$ cat src/design/ccmcfg_pkg.sv
// Package: register map, field layout, reset values and encodings of the cipher configuration block
package ccmcfg_pkg;
   // ------------------------------------------------------------
   // Register offsets
   // ------------------------------------------------------------
   localparam logic [11:0] OFS_ENGINE_ENABLE   = 12'h0500;
   localparam logic [11:0] OFS_OPERATION_MODE  = 12'h0504;
   localparam logic [11:0] OFS_KEY_NONCE_PTR   = 12'h0508;
   localparam logic [11:0] OFS_SOURCE_PTR      = 12'h050c;
   localparam logic [11:0] OFS_RESULT_PTR      = 12'h0510;
   localparam logic [11:0] OFS_WORK_AREA_PTR   = 12'h0514;
   localparam logic [11:0] OFS_MAX_PAYLOAD     = 12'h0518;
   localparam logic [11:0] OFS_RATE_SUBST      = 12'h051c;
   localparam logic [11:0] OFS_TASKS           = 12'h0000;
   localparam logic [11:0] OFS_STATUS          = 12'h0004;
   // ------------------------------------------------------------
   // Field positions
   // ------------------------------------------------------------
   localparam int ENABLE_LSB   = 0;
   localparam int ENABLE_W     = 2;
   localparam int DIR_BIT      = 0;
   localparam int RATE_LSB     = 16;
   localparam int RATE_W       = 2;
   localparam int LEN_BIT      = 24;
   localparam int MAXP_W       = 8;
   localparam int TASK_KS_BIT  = 0;
   localparam int TASK_CP_BIT  = 1;
   localparam int TASK_RO_BIT  = 2;
   // ------------------------------------------------------------
   // Values and reset values
   // ------------------------------------------------------------
   localparam logic [1:0]  ENABLE_OFF      = 2'h0;
   localparam logic [1:0]  ENABLE_ON       = 2'h2;
   localparam logic [31:0] RST_ENABLE      = 32'h0000_0000;
   localparam logic [31:0] RST_MODE        = 32'h0000_0001;
   localparam logic [31:0] RST_PTR         = 32'h0000_0000;
   localparam logic [7:0]  RST_MAX_PAYLOAD = 8'hfb;
   localparam logic [1:0]  RST_RATE_SUBST  = 2'h0;
   localparam logic [7:0]  DEFAULT_PAYLOAD = 8'h1b;
   localparam logic [7:0]  WORK_HEADER     = 8'h10;
   localparam logic [4:0]  LEN_MASK_SHORT  = 5'h1f;
   localparam logic        DIR_ENCRYPT     = 1'b0;
   localparam logic        DIR_DECRYPT     = 1'b1;
   // Rate codes: 0 1 Mbps, 1 2 Mbps, 2 125 kbps, 3 500 kbps
   localparam logic [1:0]  RATE_1M         = 2'h0;
   localparam logic [1:0]  RATE_2M         = 2'h1;
   localparam logic [1:0]  RATE_125K       = 2'h2;
   localparam logic [1:0]  RATE_500K       = 2'h3;
   // Cycles per keystream byte at 125 MHz, byte time on air
   localparam int CLK_MHZ       = 125;
   localparam int BYTE_NS_1M    = 8000;
   localparam int BYTE_NS_2M    = 4000;
   localparam int BYTE_NS_125K  = 64000;
   localparam int BYTE_NS_500K  = 16000;
   localparam int NS_PER_US     = 1000;
   localparam int CYC_1M    = BYTE_NS_1M * CLK_MHZ / NS_PER_US;
   localparam int CYC_2M    = BYTE_NS_2M * CLK_MHZ / NS_PER_US;
   localparam int CYC_125K  = BYTE_NS_125K * CLK_MHZ / NS_PER_US;
   localparam int CYC_500K  = BYTE_NS_500K * CLK_MHZ / NS_PER_US;
endpackage : ccmcfg_pkg

$ cat src/design/ccmcfg_pace.sv
// Rate pacer: one-cycle enable pulse per byte time of the selected radio rate
`timescale 1ns/1ps
module ccmcfg_pace #(
   parameter int CNT_W = 14
) (
   // Clock and reset
   input  wire logic             pclk,
   input  wire logic             presetn,
   // Control
   input  wire logic             run,
   input  wire logic [1:0]       rate,
   // Pulse
   output logic                  tick
);
   typedef struct packed {
      logic [CNT_W-1:0] cnt;
      logic             tick;
   } ccmcfg_pace_t;

   ccmcfg_pace_t st;
   ccmcfg_pace_t next_st;

   function automatic logic [CNT_W-1:0] period(input logic [1:0] r);
      case (r)
         ccmcfg_pkg::RATE_2M:   period = CNT_W'(ccmcfg_pkg::CYC_2M - 1);
         ccmcfg_pkg::RATE_125K: period = CNT_W'(ccmcfg_pkg::CYC_125K - 1);
         ccmcfg_pkg::RATE_500K: period = CNT_W'(ccmcfg_pkg::CYC_500K - 1);
         default:               period = CNT_W'(ccmcfg_pkg::CYC_1M - 1);
      endcase
   endfunction : period

   always_comb begin
      next_st      = st;
      next_st.tick = 1'b0;
      if (!run) begin
         next_st.cnt = period(rate);
      end else if (st.cnt == '0) begin
         next_st.cnt  = period(rate);
         next_st.tick = 1'b1;
      end else begin
         next_st.cnt = st.cnt - 1'b1;
      end
   end

   always_ff @(posedge pclk or negedge presetn) begin
      if (!presetn) begin
         st <= '0;
      end else begin
         st <= next_st;
      end
   end

   assign tick = st.tick && run;
endmodule : ccmcfg_pace

$ cat src/design/ccmcfg_buf.sv
// Two-entry buffer with valid and ready on both sides
`timescale 1ns/1ps
module ccmcfg_buf #(
   parameter int WIDTH = 32
) (
   // Clock and reset
   input  wire logic             pclk,
   input  wire logic             presetn,
   // Fill side
   input  wire logic             in_valid,
   output logic                  in_ready,
   input  wire logic [WIDTH-1:0] in_data,
   // Drain side
   output logic                  out_valid,
   input  wire logic             out_ready,
   output logic [WIDTH-1:0]      out_data
);
   typedef struct packed {
      logic [1:0][WIDTH-1:0] mem;
      logic                  rd;
      logic                  wr;
      logic [1:0]            cnt;
   } ccmcfg_buf_t;

   ccmcfg_buf_t st;
   ccmcfg_buf_t next_st;
   logic        push;
   logic        pop;

   always_comb begin
      next_st = st;
      push    = in_valid && (st.cnt != 2'd2);
      pop     = out_ready && (st.cnt != 2'd0);
      if (push) begin
         next_st.mem[st.wr] = in_data;
         next_st.wr         = ~st.wr;
      end
      if (pop) begin
         next_st.rd = ~st.rd;
      end
      next_st.cnt = st.cnt + {1'b0, push} - {1'b0, pop};
   end

   always_ff @(posedge pclk or negedge presetn) begin
      if (!presetn) begin
         st <= '0;
      end else begin
         st <= next_st;
      end
   end

   // Full stalls the source, so a receiver stall loses no word
   assign in_ready  = (st.cnt != 2'd2);
   assign out_valid = (st.cnt != 2'd0);
   assign out_data  = st.mem[st.rd];
endmodule : ccmcfg_buf

$ cat src/design/ccmcfg_top.sv
// Cipher configuration registers, task sampling and keystream request sequencer
// Function
// - Engine runs only with enable field at 2, off at 0, resets off.
// - Direction 0 encrypts, 1 decrypts; reset selects decryption.
// - Mode settings are sampled when keystream or cipher task fires.
// - Rate field paces engine: 0 1M, 1 2M, 2 125k, 3 500k.
// - Length format 0: 5-bit length, keystream up to 27 bytes.
// - Length format 1: 8-bit length, keystream up to maximum payload size.
// - Key and nonce fetched from the key-nonce pointer.
// - Work area pointer holds intermediate data of all passes; the sequencer never requests it, and only APB reads it back.
// - Extended keystream length set by max payload, reset 251.
// - Rate-substitute task uses stored override rate instead of field.
//
// Added by the designer: the APB interface to the registers.
`timescale 1ns/1ps
module ccmcfg_top #(
   parameter int ADDR_W = 12
) (
   // Clock and reset
   input  wire logic              pclk,
   input  wire logic              presetn,
   // APB slave
   input  wire logic              psel,
   input  wire logic              penable,
   input  wire logic              pwrite,
   input  wire logic [ADDR_W-1:0] paddr,
   input  wire logic [31:0]       pwdata,
   output logic [31:0]            prdata,
   output logic                   pready,
   output logic                   pslverr,
   // Memory request stream
   output logic                   mem_valid,
   input  wire logic              mem_ready,
   output logic [31:0]            mem_addr,
   // Engine settings for the current operation
   output logic                   engine_on,
   output logic                   op_decrypt,
   output logic                   op_extended,
   output logic [1:0]             op_rate,
   output logic [7:0]             op_length,
   output logic                   byte_tick,
   output logic                   op_busy
);
   // ------------------------------------------------------------
   // State
   // ------------------------------------------------------------
   typedef enum logic [3:0] {
      S_IDLE = 4'b0001,
      S_KEY  = 4'b0010,
      S_SRC  = 4'b0100,
      S_DST  = 4'b1000
   } ccmcfg_seq_t;

   typedef struct packed {
      // Software fields
      logic [1:0]  enable;
      logic        dir;
      logic [1:0]  rate;
      logic        len_fmt;
      logic [31:0] key_ptr;
      logic [31:0] src_ptr;
      logic [31:0] dst_ptr;
      logic [31:0] work_ptr;
      logic [7:0]  max_payload;
      logic [1:0]  rate_subst;
      logic        subst_armed;
      // Sampled at task
      logic        s_dir;
      logic        s_len;
      logic [1:0]  s_rate;
      logic [7:0]  s_length;
      // Sequencer, read path
      ccmcfg_seq_t seq;
      logic [31:0] rd_data;
   } ccmcfg_top_t;

   ccmcfg_top_t st;
   ccmcfg_top_t next_st;

   logic        wr_en;
   logic        rd_en;
   logic        task_ks;
   logic        task_cp;
   logic        task_ro;
   logic        req_valid;
   logic        req_ready;
   logic [31:0] req_addr;
   logic        run;

   // ------------------------------------------------------------
   // Helpers
   // ------------------------------------------------------------
   function automatic logic hit(input logic [ADDR_W-1:0] a, input logic [11:0] ofs);
      hit = (a == ADDR_W'(ofs));
   endfunction : hit

   // Keystream length in bytes for a format
   function automatic logic [7:0] ks_len(input logic ext, input logic [7:0] maxp);
      ks_len = ext ? maxp : ccmcfg_pkg::DEFAULT_PAYLOAD;
   endfunction : ks_len

   assign wr_en   = psel && penable && pwrite;
   assign rd_en   = psel && !penable && !pwrite;
   assign task_ks = wr_en && hit(paddr, ccmcfg_pkg::OFS_TASKS) && pwdata[ccmcfg_pkg::TASK_KS_BIT];
   assign task_cp = wr_en && hit(paddr, ccmcfg_pkg::OFS_TASKS) && pwdata[ccmcfg_pkg::TASK_CP_BIT];
   assign task_ro = wr_en && hit(paddr, ccmcfg_pkg::OFS_TASKS) && pwdata[ccmcfg_pkg::TASK_RO_BIT];
   assign run     = (st.enable == ccmcfg_pkg::ENABLE_ON);

   // ------------------------------------------------------------
   // Next state
   // ------------------------------------------------------------
   always_comb begin
      next_st   = st;
      req_valid = 1'b0;
      req_addr  = '0;
      if (wr_en) begin
         if (hit(paddr, ccmcfg_pkg::OFS_ENGINE_ENABLE)) begin
            next_st.enable = pwdata[ccmcfg_pkg::ENABLE_LSB +: ccmcfg_pkg::ENABLE_W];
         end

         if (hit(paddr, ccmcfg_pkg::OFS_OPERATION_MODE)) begin
            next_st.dir     = pwdata[ccmcfg_pkg::DIR_BIT];
            next_st.rate    = pwdata[ccmcfg_pkg::RATE_LSB +: ccmcfg_pkg::RATE_W];
            next_st.len_fmt = pwdata[ccmcfg_pkg::LEN_BIT];
         end

         if (hit(paddr, ccmcfg_pkg::OFS_KEY_NONCE_PTR)) begin
            next_st.key_ptr = pwdata;
         end

         if (hit(paddr, ccmcfg_pkg::OFS_SOURCE_PTR)) begin
            next_st.src_ptr = pwdata;
         end

         if (hit(paddr, ccmcfg_pkg::OFS_RESULT_PTR)) begin
            next_st.dst_ptr = pwdata;
         end

         if (hit(paddr, ccmcfg_pkg::OFS_WORK_AREA_PTR)) begin
            next_st.work_ptr = pwdata;
         end

         if (hit(paddr, ccmcfg_pkg::OFS_MAX_PAYLOAD)) begin
            next_st.max_payload = pwdata[ccmcfg_pkg::MAXP_W-1:0];
         end

         if (hit(paddr, ccmcfg_pkg::OFS_RATE_SUBST)) begin
            next_st.rate_subst = pwdata[ccmcfg_pkg::RATE_W-1:0];
         end
      end

      if (task_ro) begin
         next_st.subst_armed = 1'b1;
      end

      // Keystream and cipher tasks are ignored while off or already busy
      if ((task_ks || task_cp) && run && st.seq == S_IDLE) begin
         next_st.s_dir    = st.dir;
         next_st.s_len    = st.len_fmt;
         next_st.s_rate   = st.subst_armed ? st.rate_subst : st.rate;
         next_st.s_length = ks_len(st.len_fmt, st.max_payload);
         next_st.subst_armed = task_ro;
         next_st.seq      = S_KEY;
      end

      // Pointer requests go out in fixed order, one per accepted word
      case (st.seq)
         S_IDLE: begin
         end
         S_KEY: begin
            req_valid = 1'b1;
            req_addr  = st.key_ptr;
            if (req_ready) begin
               next_st.seq = S_SRC;
            end
         end
         S_SRC: begin
            req_valid = 1'b1;
            req_addr  = st.src_ptr;
            if (req_ready) begin
               next_st.seq = S_DST;
            end
         end
         S_DST: begin
            req_valid = 1'b1;
            req_addr  = st.dst_ptr;
            if (req_ready) begin
               next_st.seq = S_IDLE;
            end
         end
         default: begin
            next_st.seq = S_IDLE;
         end
      endcase

      // Switching off abandons the sequence
      if (!run && !(wr_en && hit(paddr, ccmcfg_pkg::OFS_ENGINE_ENABLE)
                    && pwdata[1:0] == ccmcfg_pkg::ENABLE_ON)) begin
         next_st.seq = S_IDLE;
      end

      // Read data is captured in setup, so the access phase needs no wait
      if (rd_en) begin
         next_st.rd_data = '0;
         if (hit(paddr, ccmcfg_pkg::OFS_ENGINE_ENABLE)) begin
            next_st.rd_data[ccmcfg_pkg::ENABLE_LSB +: ccmcfg_pkg::ENABLE_W] = st.enable;
         end

         if (hit(paddr, ccmcfg_pkg::OFS_OPERATION_MODE)) begin
            next_st.rd_data[ccmcfg_pkg::DIR_BIT] = st.dir;
            next_st.rd_data[ccmcfg_pkg::RATE_LSB +: ccmcfg_pkg::RATE_W] = st.rate;
            next_st.rd_data[ccmcfg_pkg::LEN_BIT] = st.len_fmt;
         end

         if (hit(paddr, ccmcfg_pkg::OFS_KEY_NONCE_PTR)) begin
            next_st.rd_data = st.key_ptr;
         end

         if (hit(paddr, ccmcfg_pkg::OFS_SOURCE_PTR)) begin
            next_st.rd_data = st.src_ptr;
         end

         if (hit(paddr, ccmcfg_pkg::OFS_RESULT_PTR)) begin
            next_st.rd_data = st.dst_ptr;
         end

         if (hit(paddr, ccmcfg_pkg::OFS_WORK_AREA_PTR)) begin
            next_st.rd_data = st.work_ptr;
         end

         if (hit(paddr, ccmcfg_pkg::OFS_MAX_PAYLOAD)) begin
            next_st.rd_data[ccmcfg_pkg::MAXP_W-1:0] = st.max_payload;
         end

         if (hit(paddr, ccmcfg_pkg::OFS_RATE_SUBST)) begin
            next_st.rd_data[ccmcfg_pkg::RATE_W-1:0] = st.rate_subst;
         end

         if (hit(paddr, ccmcfg_pkg::OFS_STATUS)) begin
            next_st.rd_data[3:0] = st.seq;
         end
      end
   end

   // ------------------------------------------------------------
   // Registers
   // ------------------------------------------------------------
   always_ff @(posedge pclk or negedge presetn) begin
      if (!presetn) begin
         st             <= '0;
         st.enable      <= ccmcfg_pkg::RST_ENABLE[1:0];
         st.dir         <= ccmcfg_pkg::RST_MODE[ccmcfg_pkg::DIR_BIT];
         st.key_ptr     <= ccmcfg_pkg::RST_PTR;
         st.src_ptr     <= ccmcfg_pkg::RST_PTR;
         st.dst_ptr     <= ccmcfg_pkg::RST_PTR;
         st.work_ptr    <= ccmcfg_pkg::RST_PTR;
         st.max_payload <= ccmcfg_pkg::RST_MAX_PAYLOAD;
         st.rate_subst  <= ccmcfg_pkg::RST_RATE_SUBST;
         st.s_dir       <= ccmcfg_pkg::DIR_DECRYPT;
         st.seq         <= S_IDLE;
      end else begin
         st <= next_st;
      end
   end

   // ------------------------------------------------------------
   // Request buffer and pacer
   // ------------------------------------------------------------
   ccmcfg_buf #(
      .WIDTH     (32)
   ) u_buf (
      .pclk      (pclk),
      .presetn   (presetn),
      .in_valid  (req_valid),
      .in_ready  (req_ready),
      .in_data   (req_addr),
      .out_valid (mem_valid),
      .out_ready (mem_ready),
      .out_data  (mem_addr)
   );

   ccmcfg_pace #(
      .CNT_W     (14)
   ) u_pace (
      .pclk      (pclk),
      .presetn   (presetn),
      .run       (run),
      .rate      (st.s_rate),
      .tick      (byte_tick)
   );

   // ------------------------------------------------------------
   // Outputs
   // ------------------------------------------------------------
   assign pready      = 1'b1;
   assign pslverr     = 1'b0;
   assign prdata      = st.rd_data;
   assign engine_on   = run;
   assign op_decrypt  = st.s_dir;
   assign op_extended = st.s_len;
   assign op_rate     = st.s_rate;
   assign op_length   = st.s_length;
   assign op_busy     = (st.seq != S_IDLE);
endmodule : ccmcfg_top

$ cat config.mk
export PLATFORM = sky130hd
export DESIGN_NAME = ccmcfg_top
export DESIGN_NICKNAME = d
export VERILOG_FILES = /design/src/design/ccmcfg_pkg.sv /design/src/design/ccmcfg_pace.sv /design/src/design/ccmcfg_buf.sv /design/src/design/ccmcfg_top.sv
export SDC_FILE = /design/constraint.sdc
export NUM_CORES = 1
export LEC_CHECK = 0
export ABC_AREA = 1
export BUFFER_PORTS_ARGS = -buffer_cell sky130_fd_sc_hd__buf_2
export CORE_AREA = 10 10 165 167
export CTS_BUF_LIST = sky130_fd_sc_hd__clkbuf_16
export CTS_CLUSTER_DIAMETER = 60
export DETAILED_ROUTE_END_ITERATION = 10
export DIE_AREA = 0 0 175 177
export PLACE_DENSITY = 0.75
export SLEW_MARGIN = 15
export SYNTH_ARGS = -nofsm -noshare
export SYNTH_HDL_FRONTEND = slang
export SYNTH_SLANG_ARGS = --single-unit
$ cat constraint.sdc
create_clock -name pclk -period 2.5 [get_ports pclk]
set_input_delay 0.375 -clock pclk [delete_from_list [all_inputs] [get_ports pclk]]
set_output_delay 0.375 -clock pclk [all_outputs]
set_load 0.05 [all_outputs]
======== After elaboration in Yosys (flattened, before gate mapping) ========
Index checks and enable logic that the tools add are counted.
cells by class
  add/sub/neg operators ................... 3
  multiply operators ...................... 0
  div/mod/pow operators ................... 0
  order comparisons ....................... 3
  eq/ne operators ......................... 20
  shifts and indexed selects .............. 0
  multiplexer cells ....................... 32
  bitwise operators ....................... 2
  reductions and logical operators ........ 35
operator list
  kind                                                number
  2-to-1 mux 32 bit                                   7
  == test 12 x 11 -> 1 bit, second input constant     8
  case mux 32 bit (3 select lines)                    1
  bitwise mux 64 bit                                  1
  case mux 13 bit (3 select lines)                    1
  demux 32 bit (select 1 bit)                         1
  2-to-1 mux 14 bit                                   2
  2-to-1 mux 4 bit                                    5
  logical AND 1 bit                                   17
  2-to-1 mux 17 bit                                   1
  2-to-1 mux 8 bit                                    2
  case mux 4 bit (4 select lines)                     1
  AND reduction 2 bit                                 8
  zero test 14 bit                                    1
  subtractor 14 x 1 -> 14 bit, second input constant  1
  == test 12 x 3 -> 1 bit, second input constant      1
  zero test 12 bit                                    1
  == test 2 bit, second input constant                4
  2-to-1 mux 2 bit                                    4
  2-to-1 mux 1 bit                                    6
  == test 4 x 1 -> 1 bit, second input constant       1
  == test 4 x 2 -> 1 bit, second input constant       1
  == test 4 x 3 -> 1 bit, second input constant       1
  == test 4 bit, second input constant                1
  12 further kinds                                    18
storage, ports and cells
  bits in registers ....................... 276
  latch bits .............................. 0
  RAM bits ................................ 0
  ROM bits ................................ 0
  input port bits ......................... 50
  output and inout port bits .............. 82
  logic and storage cells ................. 119
  memories kept ........................... 0

======== Logic depth before layout (Yosys ltp) ========
  depth in word-level cells ............... 11
  gate-level depth with buffers ........... 12
  mapped depth without buffers ............ 12

======== By module ========
Synthesis repeated with hierarchy kept, for this count alone.
unflattened totals
  cell total of the unflattened synthesis .. 1630
  area total of the unflattened synthesis .. 13506.7 µm²
modules (own cells, without submodules)
  module       times used  cells an instance  area an instance (µm²)  sequential area each (µm²)
  ccmcfg_top   1           1080               9297.7                  4842.1
  ccmcfg_buf   1           418                3250.6                  1701.6
  ccmcfg_pace  1           132                958.4                   375.4

======== Least setup slack after synthesis ========
Ideal clock, no wire load.
  path kind ............................... register to output
  start point ............................. reg u_buf.st[3] in the netlist's numbering
  end point ............................... out mem_addr[23]
  data arrival time ....................... 1841 ps
  required time ........................... 2125 ps
  setup slack ............................. 284 ps
  cell stages (with the launch flop) ...... 4
  path buffers ............................ 2
  path through ............................ dfrtp_1 -> clkbuf_1 -> clkbuf_1 -> o21ai_0
on the way
  cells in the longest elaborated chain, start to end .. 2
RTL lines
  element                                                line              source
  start: declaration                                     ccmcfg_buf.sv:25  ccmcfg_buf_t st;
  start signal: assignment                               ccmcfg_buf.sv:48  st <= next_st;
  2-to-1 mux 32 bit (not written as such) (2 in series)  ccmcfg_buf.sv:55  assign out_data = st.mem[st.rd];
  end: declaration                                       ccmcfg_top.sv:34  output logic [31:0] mem_addr,
Every way passes these cells. The select of a mux whose other input is x is not followed.

======== Final worst setup path ========
  start point ............................. reg u_buf.st[3] in the netlist's numbering
  end point ............................... out mem_addr[17]
Same word-level chain as after synthesis.

==> impl_metrics.env <==
export IMPL_track_usage_pct=21.2
export IMPL_ctsResizeCount=0
export IMPL_leakage_nw=7.08
export IMPL_setup_tns_ps=0
export IMPL_ys_seq_area_share_pct=52.7
export IMPL_cts_max_path_buffers=3
export IMPL_die_x_um=175
export IMPL_initial_core_util_pct=54.8
export IMPL_die_height_um=177
export IMPL_cts_root_buf="clkbuf_16"
export IMPL_row_count=57
export IMPL_synth_cell_types=47
export IMPL_drt_wl_total_um=33200
export IMPL_drt_iter0_drc=1027
export IMPL_powerDensity_nw_per_um2=659
export IMPL_synth_top_family_by_area="simple AND/OR/NAND/NOR gates"
export IMPL_cts_hold_buf=1
export IMPL_peakVddDrop_uv=452
export IMPL_synth_xor_area_share_pct=0.801
export IMPL_hp_class="in2reg"
export IMPL_fmax_mhz=433
export IMPL_ios=132
export IMPL_syn_nets=1577
export IMPL_clk_insertion_delay_late_ps=540
export IMPL_cts_tree="done"
export IMPL_syn_to_final_growth_pct=11.8
export IMPL_postCtsSetupBuffers=0
export IMPL_antenna_found_initial=0
export IMPL_arrival_ps=1940
export IMPL_path_max_fanout=35
export IMPL_nets=1652
export IMPL_synth_compound_area_share_pct=13.4
export IMPL_synth_mux_area_share_pct=2.97
export IMPL_fin_crit_sh_pct=92.4
export IMPL_clk_pin_slew_ps=60
export IMPL_dr_total_vias=10391
export IMPL_critPathCaptureType="output port"
export IMPL_gp_congestion=0.915
export IMPL_fin_cells=1939
export IMPL_wl_met3_um=2450
export IMPL_postRouteAntennaNets=0
export IMPL_dpl_hpwl_um=22900
export IMPL_drive_above_1_share_pct=17.6
export IMPL_htreeDepth=1
export IMPL_antenna_cells=0
export IMPL_power_total_mw=9.66
export IMPL_grt_pass1_wl_um=53800
export IMPL_rsz0062_at_grt="false"
export IMPL_first_pass_iters=6
export IMPL_status="finished clean"
export IMPL_cts_sinks=276
export IMPL_syn_area_um2=13100
export IMPL_ys_seq_elements=276
export IMPL_period_needed_ps=2310
export IMPL_synth_fa_ha_area_share_pct=0.763
export IMPL_syn_area_per_cell_um2=8.64
export IMPL_finalHoldViolCount=0
export IMPL_drc=0
export IMPL_grt_max_degree=67
export IMPL_viasPerCell=5.36
export IMPL_cts_buffers=28
export IMPL_synth_simple_area_share_pct=19.8
export IMPL_wl_met1_um=14500
export IMPL_setup_viol=0
export IMPL_portBuffers=129
export IMPL_route_top_layer_used="met4"
export IMPL_drt_wirelength_per_cell_um=17.1
export IMPL_drv_slew=0
export IMPL_required_ps=2120
export IMPL_worstMarginPinSlew_ps=805
export IMPL_die_area_um2=31000
export IMPL_overflow=0
export IMPL_wl_met2_um=15600
export IMPL_holdWs_ps=124
export IMPL_max_slew_margin_pct=46.3
export IMPL_coreArea_um2=24000
export IMPL_cp_start_kind="register"
export IMPL_cap_violations=0
export IMPL_yosys_warnings=0
export IMPL_place_inst=1887
export IMPL_fin_skew_ps=14.2
export IMPL_worstSetupPathType="reg2out"
export IMPL_grt_pass1_vias=10239
export IMPL_fillers=2088
export IMPL_synth_cells=1519
synthesized netlist by cell type (all sizes together):
cell type | n | area [um2]
a211oi | 2 | 20.0
a21oi | 15 | 75.1
a31oi | 1 | 6.26
buf | 85 | 573
clkbuf | 23 | 86.3
clkinv | 1 | 3.75
conb | 2 | 7.51
dfrtp | 266 | 6660
dfstp | 10 | 263
ha | 8 | 100
inv | 153 | 579
mux2 | 32 | 360
mux2i | 3 | 30.0
nand2 | 505 | 1950
nand3 | 37 | 215
nand4 | 8 | 65.1
nor2 | 53 | 294
nor3 | 7 | 62.6
o2111ai | 18 | 158
o211ai | 29 | 218
o21a | 3 | 22.5
o21ai | 234 | 1180
o221ai | 2 | 17.5
o22a | 6 | 52.6
o22ai | 1 | 6.26
or2 | 2 | 15.0
or3 | 1 | 6.26
xnor2 | 5 | 43.8
xor2 | 7 | 61.3
worst max-delay path, stage by stage, from the launching register on:
cell and delay [ps]:
dfrtp_2 660, buf_12 240, nand2_1 60, o21ai_0 100, buf_2 320
sequential cells by signal, summed over array words and instances (netlist names):
| register | flops |
|---|---|
| u_pace.st | 15 |
| op_extended | 1 |
| st | 149 |
| op_decrypt | 1 |
| op_rate | 2 |
| op_length | 8 |
| prdata | 32 |
| u_buf.st | 68 |
where the power goes:
part           total [mW]  switching, mW  internal, mW  leakage, nW
combinational        1.01          0.702         0.308         2.88
sequential           4.77          0.176          4.60         3.76
clock                3.88           1.70          2.18        0.434
total                9.66           2.58          7.09         7.08
cell usage in the layout, fill, tap and decap left out, types with 8 or more instances in the layout:
| cell type | count |
|---|---|
| a21oi_1 | 15 |
| buf_12 | 9 |
| buf_2 | 128 |
| buf_4 | 14 |
| clkbuf_16 | 29 |
| clkinv_1 | 11 |
| dfrtp_1 | 265 |
| dfstp_2 | 10 |
| ha_1 | 8 |
| inv_1 | 145 |
| inv_2 | 11 |
| mux2_2 | 32 |
| nand2_1 | 493 |
| nand2_2 | 8 |
| nand3_1 | 31 |
| nor2_1 | 40 |
| o2111ai_1 | 18 |
| o211ai_1 | 29 |
| o21ai_0 | 142 |
| o21ai_1 | 90 |
kinds of logic after synthesis:
kind of cell / count (synthesis)
other: 2
buffers and inverters: 262
XOR/XNOR: 12
adder cells (fa/ha/maj): 8
flip-flops: 276
AO/OA/AOI/OAI: 311
multiplexers: 35
AND/OR/NAND/NOR: 613
per-layer routing:
layer	track usage, %	vias up
met5	0	-
met4	5.40	0
met3	3.58	53
met2	34.3	363
met1	29.2	4961
li1	-	5014
path summary, 6_finish.rpt:
path                                   start  slack [ps]      endpoint  cells past startpoint
max in group asynchronous            presetn        1350       st[186]                      3
min in group asynchronous            presetn         370  op_length[1]                      2
worst min register to register  u_pace.st[1]         430  u_pace.st[1]                      1
worst max register to register        st[33]         470  u_buf.st[49]                      7
worst min-delay path               pwdata[9]         120       st[100]                      3
worst max-delay path             u_buf.st[3]         190  mem_addr[17]                      4
final cells by class:
type                       count  area [um2]  area share (%)
sequential                   276        6920            47.2
multi-input combinational    981        4970            33.9
timing repair buffer         153         951            6.48
clock buffer                  29         726            4.95
inverter                     154         583            3.97
tap                          324         405            2.76
clock inverter                22         119           0.810
per-stage QoR:
step,instance area (um2),worst slack (ps),utilization [%]
2_1_floorplan,13100,284,-
3_3_place_gp,13800,479,57.7
3_5_place_dp,13800,381,57.7
4_1_cts,14700,149,61.2
5_1_grt,14700,51.8,61.2
6_report,14700,190,61.2
No activity file was read; power rests on OpenSTA's default activity.
